--- src/rtl/pti_defines.svh ---
// Constants for the two-wire target port: address, byte framing, widths.
// Assumes inclusion by bare name from the package and the design file.
`ifndef PTI_DEFINES_SVH
`define PTI_DEFINES_SVH
`define PTI_DEV_ADDR 7'h34
`define PTI_BIT_LAST 4'h7
`define PTI_BIT_ZERO 4'h0
`define PTI_BUF_DEPTH 2
`define PTI_PTR_ZERO 1'h0
`define PTI_CNT_ZERO 2'h0
`define PTI_CNT_FULL 2'h2
`define PTI_BYTE_ZERO 8'h00
`endif

--- src/rtl/pti_pkg.sv ---
// Types of the two-wire target port: session phase enumeration.
// Assumes pti_defines.svh sits beside it.
`include "pti_defines.svh"
package pti_pkg;
  typedef enum logic [2:0] {
    PTI_IDLE,
    PTI_ADDR,
    PTI_ADDR_ACK,
    PTI_RX,
    PTI_RX_ACK,
    PTI_TX,
    PTI_TX_ACK,
    PTI_IGNORE
  } pti_phase_t;
endpackage

--- src/rtl/pti_target.sv ---
// Two-wire serial target: framing, address match, index and data writes
// through a two-entry buffer, direct reads. Assumes clk_sys_i well above bus clock.
// What this block does, and what it expects of the master
// [RQ1] Data line only changes while the serial clock is low.
// [RQ2] Data falling while clock high opens a session (START).
// [RQ3] Data rising while clock high closes the session (STOP).
// [RQ4] Only the master makes START and STOP; target never does.
// [RQ5] Bus busy from START to STOP, idle afterwards.
// [RQ6] Repeated START restarts address reception like a first START.
// [RQ7] Bytes are eight bits, most significant bit first.
// [RQ8] No limit on bytes per transfer.
// [RQ9] Receiver pulls data low during the ninth clock to acknowledge.
// [RQ10] Transmitter releases data during the acknowledge clock.
// [RQ11] Addressed target acknowledges every byte it receives until the write buffer is full.
// [RQ12] First byte is seven-bit address plus direction, 1 means read.
// [RQ13] Target answers only address 34 hex.
// [RQ14] Second written byte is the register index.
// [RQ15] Third written byte is stored to the indexed register.
// [RQ16] Master writes the index before starting a read.
// [RQ17] Target drives lines only low, open drain.
// [RQ18] After repeated START with read bit, target returns indexed byte.
// [RQ19] Unmatched address: keep data released until next START.
// [RQ20] Master ends read with not-acknowledge then STOP.
`timescale 1ns/100ps
`include "pti_defines.svh"
`default_nettype none
module pti_target
  import pti_pkg::*;
(
  // Clock, reset, enable
  input wire logic clk_sys_i,
  input wire logic sys_rst_i,
  input wire logic clk_en_i,
  // Bus pins
  input wire logic scl_i,
  output logic scl_o,
  output logic scl_oe_o,
  input wire logic sda_i,
  output logic sda_o,
  output logic sda_oe_o,
  // Register write stream (through buffer)
  output logic wr_valid_o,
  input wire logic wr_ready_i,
  output logic [7:0] wr_index_o,
  output logic [7:0] wr_data_o,
  // Register read port
  output logic [7:0] rd_index_o,
  input wire logic [7:0] rd_data_i,
  // Status
  output logic busy_o
);

  // Whole state of the block
  typedef struct packed {
    logic [1:0] scl_s;
    logic [1:0] sda_s;
    logic scl_d;
    logic sda_d;
    pti_phase_t phase;
    logic [3:0] bitn;
    logic [7:0] shift;
    logic rd;
    logic have_idx;
    logic [7:0] idx;
    logic drive_low;
    logic busy;
    logic [7:0] buf_idx0;
    logic [7:0] buf_dat0;
    logic [7:0] buf_idx1;
    logic [7:0] buf_dat1;
    logic rptr;
    logic wptr;
    logic [1:0] cnt;
  } pti_state_t;

  pti_state_t st;
  pti_state_t next_st;
  logic scl_rise;
  logic scl_fall;
  logic start_c;
  logic stop_c;
  logic push;
  logic pop;
  logic buf_full;

  // Edges seen only on the second synchroniser stage
  assign scl_rise = st.scl_s[1] && !st.scl_d;
  assign scl_fall = !st.scl_s[1] && st.scl_d;
  assign start_c = st.scl_s[1] && st.scl_d && st.sda_d && !st.sda_s[1]; // RQ2
  assign stop_c = st.scl_s[1] && st.scl_d && !st.sda_d && st.sda_s[1]; // RQ3
  assign buf_full = (st.cnt == `PTI_CNT_FULL);
  assign pop = (st.cnt != `PTI_CNT_ZERO) && wr_ready_i;

  // Next-state logic
  always_comb begin
    next_st = st;
    push = 1'b0;
    next_st.scl_s = {st.scl_s[0], scl_i};
    next_st.sda_s = {st.sda_s[0], sda_i};
    next_st.scl_d = st.scl_s[1];
    next_st.sda_d = st.sda_s[1];
    if (start_c) begin
      // Repeated START behaves exactly like the first
      next_st.phase = PTI_ADDR; // RQ6
      next_st.bitn = `PTI_BIT_ZERO;
      next_st.busy = 1'b1; // RQ5
      next_st.drive_low = 1'b0;
      next_st.have_idx = 1'b0;
    end else if (stop_c) begin
      next_st.phase = PTI_IDLE; // RQ5
      next_st.busy = 1'b0;
      next_st.drive_low = 1'b0; // RQ20
    end else if (scl_rise) begin
      // Sample data while clock high, MSB first
      case (st.phase)
        PTI_ADDR, PTI_RX: begin
          next_st.shift = {st.shift[6:0], st.sda_s[1]}; // RQ7
          next_st.bitn = st.bitn + 4'h1;
        end
        PTI_TX_ACK: begin
          // Master not-acknowledge ends our sending
          if (st.sda_s[1]) begin
            next_st.phase = PTI_IGNORE; // RQ20
          end
        end
        default: begin
        end
      endcase
    end else if (scl_fall) begin // RQ1
      // Change drive only while clock low
      case (st.phase)
        PTI_ADDR: begin
          if (st.bitn > `PTI_BIT_LAST) begin
            if (st.shift[7:1] == `PTI_DEV_ADDR) begin // RQ13
              next_st.phase = PTI_ADDR_ACK;
              next_st.rd = st.shift[0]; // RQ12
              next_st.drive_low = 1'b1; // RQ9
            end else begin
              next_st.phase = PTI_IGNORE; // RQ19
            end
          end
        end
        PTI_ADDR_ACK, PTI_TX_ACK: begin
          next_st.bitn = `PTI_BIT_ZERO;
          if (st.rd) begin
            next_st.phase = PTI_TX;
            next_st.shift = rd_data_i; // RQ18
            next_st.drive_low = !rd_data_i[7];
            next_st.idx = st.idx + 8'h01;
            next_st.bitn = 4'h1;
          end else begin
            next_st.phase = PTI_RX;
            next_st.drive_low = 1'b0; // RQ10
          end
        end
        PTI_RX: begin
          if (st.bitn > `PTI_BIT_LAST) begin
            if (!st.have_idx) begin
              next_st.idx = st.shift; // RQ14
              next_st.have_idx = 1'b1;
              next_st.phase = PTI_RX_ACK;
              next_st.drive_low = 1'b1; // RQ11
            end else if (!buf_full) begin
              push = 1'b1; // RQ15
              next_st.idx = st.idx + 8'h01; // RQ8
              next_st.phase = PTI_RX_ACK;
              next_st.drive_low = 1'b1; // RQ11
            end else begin
              // Buffer full: refuse the byte by not acknowledging
              next_st.phase = PTI_IGNORE;
            end
          end
        end
        PTI_RX_ACK: begin
          next_st.phase = PTI_RX;
          next_st.bitn = `PTI_BIT_ZERO;
          next_st.drive_low = 1'b0;
        end
        PTI_TX: begin
          if (st.bitn > `PTI_BIT_LAST) begin
            next_st.phase = PTI_TX_ACK;
            next_st.drive_low = 1'b0; // RQ10
          end else begin
            next_st.drive_low = !st.shift[3'd7 - st.bitn[2:0]]; // RQ7
            next_st.bitn = st.bitn + 4'h1;
          end
        end
        default: begin
          next_st.drive_low = 1'b0;
        end
      endcase
    end
    // Two-entry write buffer
    if (push) begin
      if (st.wptr) begin
        next_st.buf_idx1 = st.idx;
        next_st.buf_dat1 = st.shift;
      end else begin
        next_st.buf_idx0 = st.idx;
        next_st.buf_dat0 = st.shift;
      end
      next_st.wptr = !st.wptr;
    end
    if (pop) begin
      next_st.rptr = !st.rptr;
    end
    next_st.cnt = st.cnt + {1'b0, push} - {1'b0, pop};
  end

  // State register; clock enable freezes everything
  always_ff @(posedge clk_sys_i or posedge sys_rst_i) begin
    if (sys_rst_i) begin
      st <= '0;
      st.scl_s <= 2'h3;
      st.sda_s <= 2'h3;
      st.scl_d <= 1'b1;
      st.sda_d <= 1'b1;
      st.phase <= PTI_IDLE;
    end else if (clk_en_i) begin
      st <= next_st;
    end
  end

  // Outputs; clock line never driven, data only pulled low
  always_ff @(posedge clk_sys_i or posedge sys_rst_i) begin
    if (sys_rst_i) begin
      sda_oe_o <= 1'b0;
      wr_valid_o <= 1'b0;
      wr_index_o <= `PTI_BYTE_ZERO;
      wr_data_o <= `PTI_BYTE_ZERO;
      rd_index_o <= `PTI_BYTE_ZERO;
      busy_o <= 1'b0;
    end else if (clk_en_i) begin
      sda_oe_o <= next_st.drive_low; // RQ17
      wr_valid_o <= (next_st.cnt != `PTI_CNT_ZERO);
      wr_index_o <= next_st.rptr ? next_st.buf_idx1 : next_st.buf_idx0;
      wr_data_o <= next_st.rptr ? next_st.buf_dat1 : next_st.buf_dat0;
      rd_index_o <= next_st.idx;
      busy_o <= next_st.busy;
    end
  end

  // Constant low levels for open-drain drivers
  always_ff @(posedge clk_sys_i or posedge sys_rst_i) begin
    if (sys_rst_i) begin
      scl_o <= 1'b0;
      sda_o <= 1'b0;
      scl_oe_o <= 1'b0;
    end else begin
      scl_o <= 1'b0;
      sda_o <= 1'b0;
      scl_oe_o <= 1'b0;
    end
  end
endmodule
`default_nettype wire

--- config.mk ---
export PLATFORM = sky130hd
export DESIGN_NAME = pti_target
export DESIGN_NICKNAME = d
export VERILOG_FILES = /design/src/rtl/pti_pkg.sv /design/src/rtl/pti_target.sv
export VERILOG_INCLUDE_DIRS = /design/src /design/src/rtl
export SDC_FILE = /design/constraint.sdc
export NUM_CORES = 1
export LEC_CHECK = 0
export ABC_AREA = 1
export BUFFER_PORTS_ARGS = -buffer_cell sky130_fd_sc_hd__buf_2
export CAP_MARGIN = 25
export CORE_MARGIN = 4
export CORE_UTILIZATION = 62
export CTS_BUF_LIST = sky130_fd_sc_hd__clkbuf_8
export CTS_CLUSTER_SIZE = 14
export DETAILED_ROUTE_END_ITERATION = 16
export PLACE_DENSITY_LB_ADDON = 0.3
export SYNTH_ARGS = -nofsm -noshare
export SYNTH_HDL_FRONTEND = slang
export SYNTH_SLANG_ARGS = --single-unit
--- constraint.sdc ---
create_clock -name clk_sys_i -period 2.7 [get_ports clk_sys_i]
set_clock_uncertainty 0.05 [all_clocks]
set_input_delay 0.135 -clock clk_sys_i [delete_from_list [all_inputs] [get_ports clk_sys_i]]
set_output_delay 0.135 -clock clk_sys_i [all_outputs]
set_load 0.02 [all_outputs]
==> results.ini, run 1 <==
[critical_path]
cp.required_ps=2940
crit_path_end_kind=flip-flop
crit_top_cell=ha_1
startpoint_type=flip-flop
critPathTopFamily=simple AND/OR/NAND/NOR gates
critical_path.cell_chain=inv_1, ha_1, inv_2, nand2_2, nor2_8, nand2_4, ha_1, inv_1, ha_1, xnor2_1, nand2_1, nand3_1
critPathKind=reg2reg
arrival_ps=2630
slowest_stage=dfstp_2
slowest_delay_ps=560
path_max_fanout=19
critical_path_buf_inv_count=3

[power_and_ir_drop]
irDropWorstVdd_v=0.000561
powerDensity_nw_per_um2=875
power_mw=4.96
leakagePower_nw=2.90

[floorplan]
num_io_pins=44
die_h_um=100
start_util_pct=63.7
die_area_um2=10000
num_rows=33
die_w_um=100
coreArea_um2=8260

[logic_synthesis]
synthDistinctLibCells=40
ys_seq_elements=86
seq_area_frac_synth_pct=41.0
syn-cell-area_um2=5260
postSynthAreaPerCell_um2=7.07
ys_warn_count=0
syn_inst=745

[timing]
worst_slew_pin_slew_ps=772
setup_violations=0
rsz0062_at_grt=false
period_minus_slack_ps=2390
fin_setup_tns_ps=0
slew_headroom_pct=48.5
hold_ws_ps=28.7
drv_slew=0
finalCritPeriodShare_pct=88.7
hold_violations=0
fmax_mhz=418

[detailed_routing]
ant_nets=0
drc=0
drtIter0Drc=506
via_per_inst=5.71
wl_per_cell_um=15.4
wl_mm=13.5
vias=4982
first_pass_iters=5

[layout]
final_nets=783
area_delta_synth_final_pct=7.61
fillCellCount=694
final_area_um2=5660
drive_gt1_share_pct=13.2
antennaDiodeCount=0
multi_input_area_um2=2600
seqCellArea_um2=2160

[global_route]
antenna_found_initial=0
grt-ovfl-total=0
grtUsageTotal_pct=28.2
grt_pass1_wl_mm=22.8
grt_max_degree=57
first_global_vias=4825

[cts]
hold_buffers=3
clk_pin_slew_ps=90
clkSinkCount=86
numCtsBuffers=9
root_buffer=clkbuf_8
ctsLongestPathBuffers=2
cts-htree-levels=3
postCtsResizedCells=0
clkLatencyLatePin_ps=360
post_cts_buffers=0
cts_tree=done

[placed_design]
place_area_um2=5410
dp_hpwl_mm=9.45
io_buffers=40
routabilityCongestion=0.962

[outcome]
status=complete, no violations

[hold_path]
min_path_type=in2reg

[run]
drv_cap=0

[placed cells by master, fill, tap and decap left out, drive strengths merged, types with 2 or more instances in the layout]
cell,Yosys,layout
dfstp,6,6
nand2,284,284
xnor2,3,3
ha,7,7
xor2,3,3
nor2,56,56
clkbuf,14,9
mux2i,3,3
buf,34,49
o21ai,78,78
bufinv,0,2
a22oi,8,8
conb,1,3
a21oi,35,35
nor3,2,2
inv,60,62
a31oi,2,2
nand4,3,3
dfrtp,80,80
clkinv,0,2
nand3,60,60
dlygate4sd3,0,3
[per-layer routing]
metal / routed length (um) / vias up / GRT usage, %
met1: 5590 / 2331 / 38.4
met2: 6460 / 224 / 44.2
met3: 988 / 34 / 5.77
met5: 0 / - / 0
met4: 426 / 0 / 11.6
li1: - / 2393 / -
[Yosys cell counts]
cell type,count,area [um2]
nand2_2,2,12.5
o21ai_2,14,123
nor2_8,1,20.0
xor2_1,3,26.3
dfstp_2,6,158
o21a_1,1,7.51
nand2_1,281,1050
buf_2,8,40.0
o2111ai_1,1,8.76
a21oi_2,2,17.5
nor2_2,2,12.5
a21oi_4,1,16.3
ha_1,7,87.6
o21ai_1,16,80.1
a21oi_1,32,160
buf_4,16,120
conb_1,1,3.75
clkbuf_1,14,52.6
dfrtp_1,80,2000
inv_1,56,210
xnor2_1,3,26.3
inv_2,4,15.0
o21ai_0,48,240
mux2i_1,3,30.0
nand4_1,3,18.8
buf_1,5,18.8
buf_6,5,56.3
nand3b_1,1,7.51
nand3_4,1,17.5
nor2_4,1,11.3
nand3_2,1,10.0
nor3b_1,1,7.51
nor3_1,2,10.0
a22oi_1,8,60.1
a31oi_1,2,12.5
and2_1,1,6.26
o22ai_1,1,6.26
nor2_1,52,195
nand2_4,1,11.3
nand3_1,58,290
[flip-flops by register name, indices dropped and copies added (netlist names)]
| register | flops |
|---|---|
| st | 55 |
| rd_index_o | 8 |
| wr_data_o | 8 |
| wr_index_o | 8 |
| next_st | 4 |
| busy_o | 1 |
| sda_oe_o | 1 |
| wr_valid_o | 1 |
[power by group]
part | internal, mW | total (mW) | switching (mW)
logic | 0.631 | 1.92 | 1.29
clock network | 0.526 | 1.02 | 0.493
registers | 1.60 | 2.02 | 0.422
total | 2.75 | 4.96 | 2.20
[through the flow]
| step | utilization, % | setup slack, ps | cells |
|---|---|---|---|
| floorplan | - | 289 | 747 |
| detailed placement | 65.5 | 348 | 853 |
| global placement | 65.4 | 422 | 852 |
| global route | 68.6 | 202 | 872 |
| CTS | 68.6 | 328 | 872 |
| finish | 68.6 | 306 | 872 |
[path summary, 6_finish.rpt]
path | start | slack (ps) | depth (start not counted) | endpoint
max in group asynchronous | sys_rst_i | 1460 | 4 | next_st[66]
worst max-delay path | st[64] | 310 | 12 | wr_valid_o
worst min-delay path | rd_data_i[5] | 30 | 3 | st[53]
worst max register to register | st[64] | 310 | 12 | wr_valid_o
worst min register to register | next_st[68] | 420 | 2 | next_st[68]
min in group asynchronous | sys_rst_i | 380 | 3 | st[62]
[worst reg2reg max path, cell delays in order (launching register included)]
cell and delay (ps):
dfstp_2 560, inv_1 60, ha_1 220, inv_2 70, nand2_2 100, nor2_8 300, nand2_4 100, ha_1 280
inv_1 40, ha_1 180, xnor2_1 170, nand2_1 100, nand3_1 100
[area by class of cell]
type                            count  share of cell area [%]
Inverter                           60                    4.00
Clock buffer                        9                    2.19
Tap cell                          105                    2.32
Sequential cell                    86                    38.1
Clock inverter                      7                    1.72
Timing Repair Buffer               52                    5.77
Multi-Input combinational cell    553                    45.9
[cells by family (layout without fill, tap and decap cells)]
| group | Yosys count | after routing | share of synthesized area (%) |
|---|---|---|---|
| AND/OR/NAND/NOR | 408 | 408 | 32.0 |
| AO/OA/AOI/OAI | 126 | 126 | 13.9 |
| buffers and inverters | 108 | 128 | 9.75 |
| flip-flops | 86 | 86 | 41.0 |
| adder cells (fa/ha/maj) | 7 | 7 | 1.66 |
| XOR/XNOR | 6 | 6 | 0.999 |
| multiplexers | 3 | 3 | 0.571 |
| other | 1 | 3 | 0.0712 |
Note: power is estimated with default switching activity, not from simulation.
==> inputs of run 2 (changes only) <==
- CORE_UTILIZATION: 62 -> 55
==> run 2 against run 1 <==
Effect of this change: first-iteration DRC count down 21%; sequential power about the same; sequential share of layout area down 0.20 points; largest power group unchanged.
==> results.ini, run 2 (synthesis gave the netlist of run 1 again) <==
[power_and_ir_drop]
leakagePower_nw=2.90
power_mw=4.83
irDropWorstVdd_v=0.000466
powerDensity_nw_per_um2=848

[layout]
largest_reg_flops=55
fillCellCount=868
final_nets=787
final_area_um2=5690
antennaDiodeCount=0
finalNonFillerCells=899
multi_input_area_um2=2600
drive_gt1_share_pct=13.6
largest-register=st
seqCellArea_um2=2160
utilization_pct=61.3
area_delta_synth_final_pct=8.18
final_common_cell=nand2_1
layout_common_cells=281 x nand2_1, 80 x dfrtp_1, 58 x nand3_1, 55 x inv_1, 52 x nor2_1

[timing]
finalCritPeriodShare_pct=90.2
hold_ws_ps=28.5
fin_setup_tns_ps=0
period_minus_slack_ps=2430
setup_violations=0
fin_ws_ps=266
hold_violations=0
fmax_mhz=411
slew_headroom_pct=44.9
rsz0062_at_grt=false
drv_slew=0
worst_slew_pin_slew_ps=826

[floorplan]
num_io_pins=44
die_area_um2=11200
num_rows=35
start_util_pct=56.7
coreArea_um2=9280
die_w_um=106
die_h_um=106

[hold_path]
holdPathStages=3
min_path_type=in2reg

[cts]
root_buffer=clkbuf_8
clk_pin_slew_ps=90
numCtsBuffers=9
clkSinkCount=86
postCtsResizedCells=0
cts_tree=done
cts-htree-levels=3
ctsLongestPathBuffers=2
clkLatencyLatePin_ps=360

[critical_path]
arrival_ps=2610
ff2ff_path_depth=10
crit_path_end_kind=flip-flop
critPathKind=reg2reg
cp.required_ps=2880
startpoint_type=flip-flop
path_max_fanout=23

[detailed_routing]
first_pass_iters=6
wl_per_cell_um=14.5
drc=0
ant_nets=0
vias=4915
wl_mm=13.0
drtIter0Drc=400
via_per_inst=5.47

[global_route]
grt-ovfl-total=0
antenna_found_initial=0
grt_pass1_wl_mm=22.5
first_global_vias=4695
grt_max_degree=60
grtUsageTotal_pct=24.5

[outcome]
status=complete, no violations

[placed_design]
io_buffers=40
routabilityCongestion=0.982
pre_cts_ws_ps=113
placed_cells=878
dp_hpwl_mm=9.06
place_area_um2=5450

[run]
drv_cap=0

[run 2: area by class of cell]
class	count	share of cell area (%)
Multi-Input combinational cell	553	45.6
Sequential cell	86	37.9
Timing Repair Buffer	56	6.20
Inverter	60	3.98
Tap cell	129	2.83
Clock buffer	9	2.18
Clock inverter	6	1.25
[run 2: worst paths after layout]
| check | to | slack, ps | startpoint |
|---|---|---|---|
| min in group asynchronous | wr_index_o[3] | 360 | sys_rst_i |
| max | st[0] | 270 | next_st[64] |
| min reg2reg | next_st[68] | 420 | next_st[68] |
| max in group asynchronous | busy_o | 1540 | sys_rst_i |
| max reg2reg | st[0] | 270 | next_st[64] |
| min | st[52] | 30 | rd_data_i[4] |
[run 2: power breakdown]
part | internal, mW | switching (mW) | leakage [nW]
Sequential | 1.60 | 0.402 | 1.10
Combinational | 0.637 | 1.26 | 1.70
Clock | 0.431 | 0.498 | 0.0923
[run 2: repair_timing]
| action | in CTS | in global routing |
|---|---|---|
| hold endpoints to repair | 33 | 0 |
| buffers inserted | 0 | 3 |
| setup endpoints to repair | 0 | 3 |
| hold buffers | 3 | 0 |
[run 2: routing by layer]
metal	vias up	wire, um	GRT usage [%]
met5	-	0	0
met4	0	228	8.23
met3	22	898	4.90
met2	164	6160	39.7
met1	2322	5760	32.9
li1	2407	-	-
[run 2: worst max-delay path, stage by stage (launching register included)]
cell and delay, ps:
dfstp_2 560, ha_1 260, nand3_2 190, nand2_2 200, nor2_8 70, nand2_4 240
ha_1 280, inv_1 60, ha_1 210, nand2_1 90, o21ai_0 90
==> inputs of run 3 (changes only) <==
--- a/config.mk
+++ b/config.mk
@@ -8,3 +8,3 @@
 export LEC_CHECK = 0
-export ABC_AREA = 1
+export ABC_AREA = 0
 export BUFFER_PORTS_ARGS = -buffer_cell sky130_fd_sc_hd__buf_2
==> constraint.sdc (replaced) <==
create_clock -name clk_sys_i -period 2.7 [get_ports clk_sys_i]
set_clock_uncertainty 0.05 [all_clocks]
set_input_delay 0.27 -clock clk_sys_i [delete_from_list [all_inputs] [get_ports clk_sys_i]]
set_output_delay 0.27 -clock clk_sys_i [all_outputs]
set_load 0.02 [all_outputs]
==> run 3 against run 2 <==
Effect of this change: maximum frequency is 4.6% lower; core utilization hardly changed; clock power is 2.4% lower; largest cell class unchanged; register-to-register slack worse by 120 ps; global-route usage is 3.2 points lower; cell count is 32% lower; first-iteration DRC count is 60% lower; total power is 16% lower; sequential power is 9.5% lower.
==> results.ini, run 3 <==
[outcome]
status=complete, no violations

[cts]
numCtsBuffers=9
cts_tree=done
clk_pin_slew_ps=90
ctsLongestPathBuffers=2
cts-htree-levels=3
clkLatencyLatePin_ps=350
root_buffer=clkbuf_8
clkSinkCount=86
post_cts_buffers=0

[detailed_routing]
vias=3586
dr.max_layer_used=met4
wl_mm=10.3
ant_nets=0
wl_per_cell_um=17.0
drtIter0Drc=159
first_pass_iters=4
via_per_inst=5.91
drc=0
met1Wirelength_mm=4.51
wl_met2_mm=5.11
wl_met3_um=594

[critical_path]
r2r_end=st[59]
critPathKind=reg2reg
path_max_fanout=17
ff2ff_setup_slack_ps=150
arrival_ps=2780
r2r_start=st[64]
cp.required_ps=2930
startpoint_type=flip-flop
crit_path_end_kind=flip-flop
ff2ff_path_depth=8

[floorplan]
num_io_pins=44
num_rows=34
coreArea_um2=8680
die_w_um=102
die_h_um=102
start_util_pct=56.0
die_area_um2=10400

[logic_synthesis]
synthAdderAreaFrac_pct=1.80
syn_inst=473
synth-edff-count=0
synth_area_leaders=dfrtp_1 41%, mux2_2 12%, nand2_1 4.1%, mux2i_1 3.9%, dfstp_2 3.2%
synthDistinctLibCells=61
ys_seq_elements=86
yosys-top-cells-count=80 x dfrtp_1, 53 x mux2_2, 53 x nand2_1, 23 x inv_1, 23 x nor2_1
synthMuxAreaShare_pct=18.3
seq_area_frac_synth_pct=44.4
postSynthAreaPerCell_um2=10.3
synthSimpleGateAreaFrac_pct=13.9
synth_top_family_by_area=multiplexers
ys_async_sr_fraction_pct=100
ys.flop_type=dfrtp_1
synthMostInstantiatedCell=dfrtp_1
synth_top_area_share_pct=41.2
yosysTopAreaCell=dfrtp_1
ys_warn_count=0
synth-xor-area-share_pct=1.26
syn-cell-area_um2=4860
synth_compound_area_share_pct=13.3

[layout]
largest_reg_flops=55
area_delta_synth_final_pct=9.58
largest-register=st
antennaDiodeCount=0
final_nets=515
final_common_cell=dfrtp_1
finalNonFillerCells=607
layout_common_cells=80 x dfrtp_1, 53 x mux2_2, 53 x nand2_1, 40 x buf_2
drive_gt1_share_pct=30.3

[global_route]
grtUsageTotal_pct=21.3
grt_max_degree=53
antenna_found_initial=0
grt-ovfl-total=0
grt_pass1_wl_mm=17.2
first_global_vias=3450

[run]
drv_cap=0

[power_and_ir_drop]
powerDensity_nw_per_um2=761
irDropWorstVdd_v=0.000441
leakagePower_nw=2.31

[placed_design]
dp_hpwl_mm=7.11
routabilityCongestion=0.910
pre_cts_ws_ps=79.5
io_buffers=40
placed_cells=590

[timing]
setup_violations=0
rsz0062_at_grt=false
worst_slew_pin_slew_ps=667
drv_slew=0
fmax_mhz=392
fin_ws_ps=148
fin_setup_tns_ps=0
hold_violations=0
period_minus_slack_ps=2550
slew_headroom_pct=55.4
finalCritPeriodShare_pct=94.5

[hold_path]
min_path_type=in2reg
holdPathStages=2
hold_path_startpoint=sda_i
whs_endpoint=next_st[66]

-- run 3: changes by cell type after synthesis, sizes merged, moves of 8 or more --
cell	change
o221ai	+16
inv	-37
nand2	-231
a21oi	-15
mux2	+58
nand3	-51
nor2	-33
mux2i	+16
o21ai	-57
clkbuf	+8
-- run 3: kinds of logic (layout without fill, tap and decap cells) --
logic type / after synthesis / after routing
and+or+nand+nor: 129 / 129
AOI/OAI and AO/OA: 91 / 91
DFF: 86 / 86
muxes: 79 / 79
buffers and inverters: 73 / 97
adders and majority gates: 7 / 7
xor gates and xnor gates: 7 / 7
other: 1 / 3
-- run 3: cell type report --
type                            instances  area [um2]
Clock buffer                            9         124
Clock inverter                          7        73.8
Fill cell                             751        3350
Inverter                               23        87.6
Multi-Input combinational cell        316        2390
Sequential cell                        86        2160
Tap cell                              108         135
Timing Repair Buffer                   58         350
-- run 3: report_power, final --
part | switching (mW) | internal (mW)
registers | 0.319 | 1.49
clock network | 0.473 | 0.432
logic | 0.775 | 0.567
total | 1.57 | 2.49
-- run 3: worst max-delay path, cell delays in order, from the launching register on --
cell and delay, ps:
dfstp_2 560, inv_1 60, ha_2 220, buf_4 200, or2_2 320, o2111ai_2 230
o2111ai_4 210, or4_1 530, o21ai_1 110
-- run 3: layer usage --
layer / up-vias / GRT usage, %
li1: 1709 / -
met1: 1777 / 28.5
met2: 92 / 35.5
met3: 8 / 4.03
met4: 0 / 6.16
met5: - / 0
-- run 3: worst max path at each step --
stage	from	to	slack [ps]	cells after the start
floorplan	st[64]	wr_valid_o	140	13
global placement	st[64]	wr_valid_o	170	12
detailed placement	st[64]	wr_valid_o	80	12
CTS	st[64]	wr_valid_o	50	12
global route	st[64]	st[59]	30	8
finish	st[64]	st[59]	150	8
-- run 3: timing repair --
action                     CTS  global route
setup endpoints to repair    0             3
hold buffers                 1             0
resized for setup            0             4
hold endpoints to repair    28             0
-- run 3: through the flow --
| step | hold slack, ps | total power [mW] | util [%] | cell area (um2) |
|---|---|---|---|---|
| finish | 106 | 4.05 | 61.4 | 5330 |
| global route | 89.7 | 4.33 | 61.4 | 5330 |
| CTS | 88.2 | 4.08 | 61.2 | 5310 |
| detailed placement | 327 | 3.16 | 58.8 | 5100 |
| global placement | 313 | 3.11 | 58.8 | 5100 |
| floorplan | 372 | 2.80 | - | 4870 |
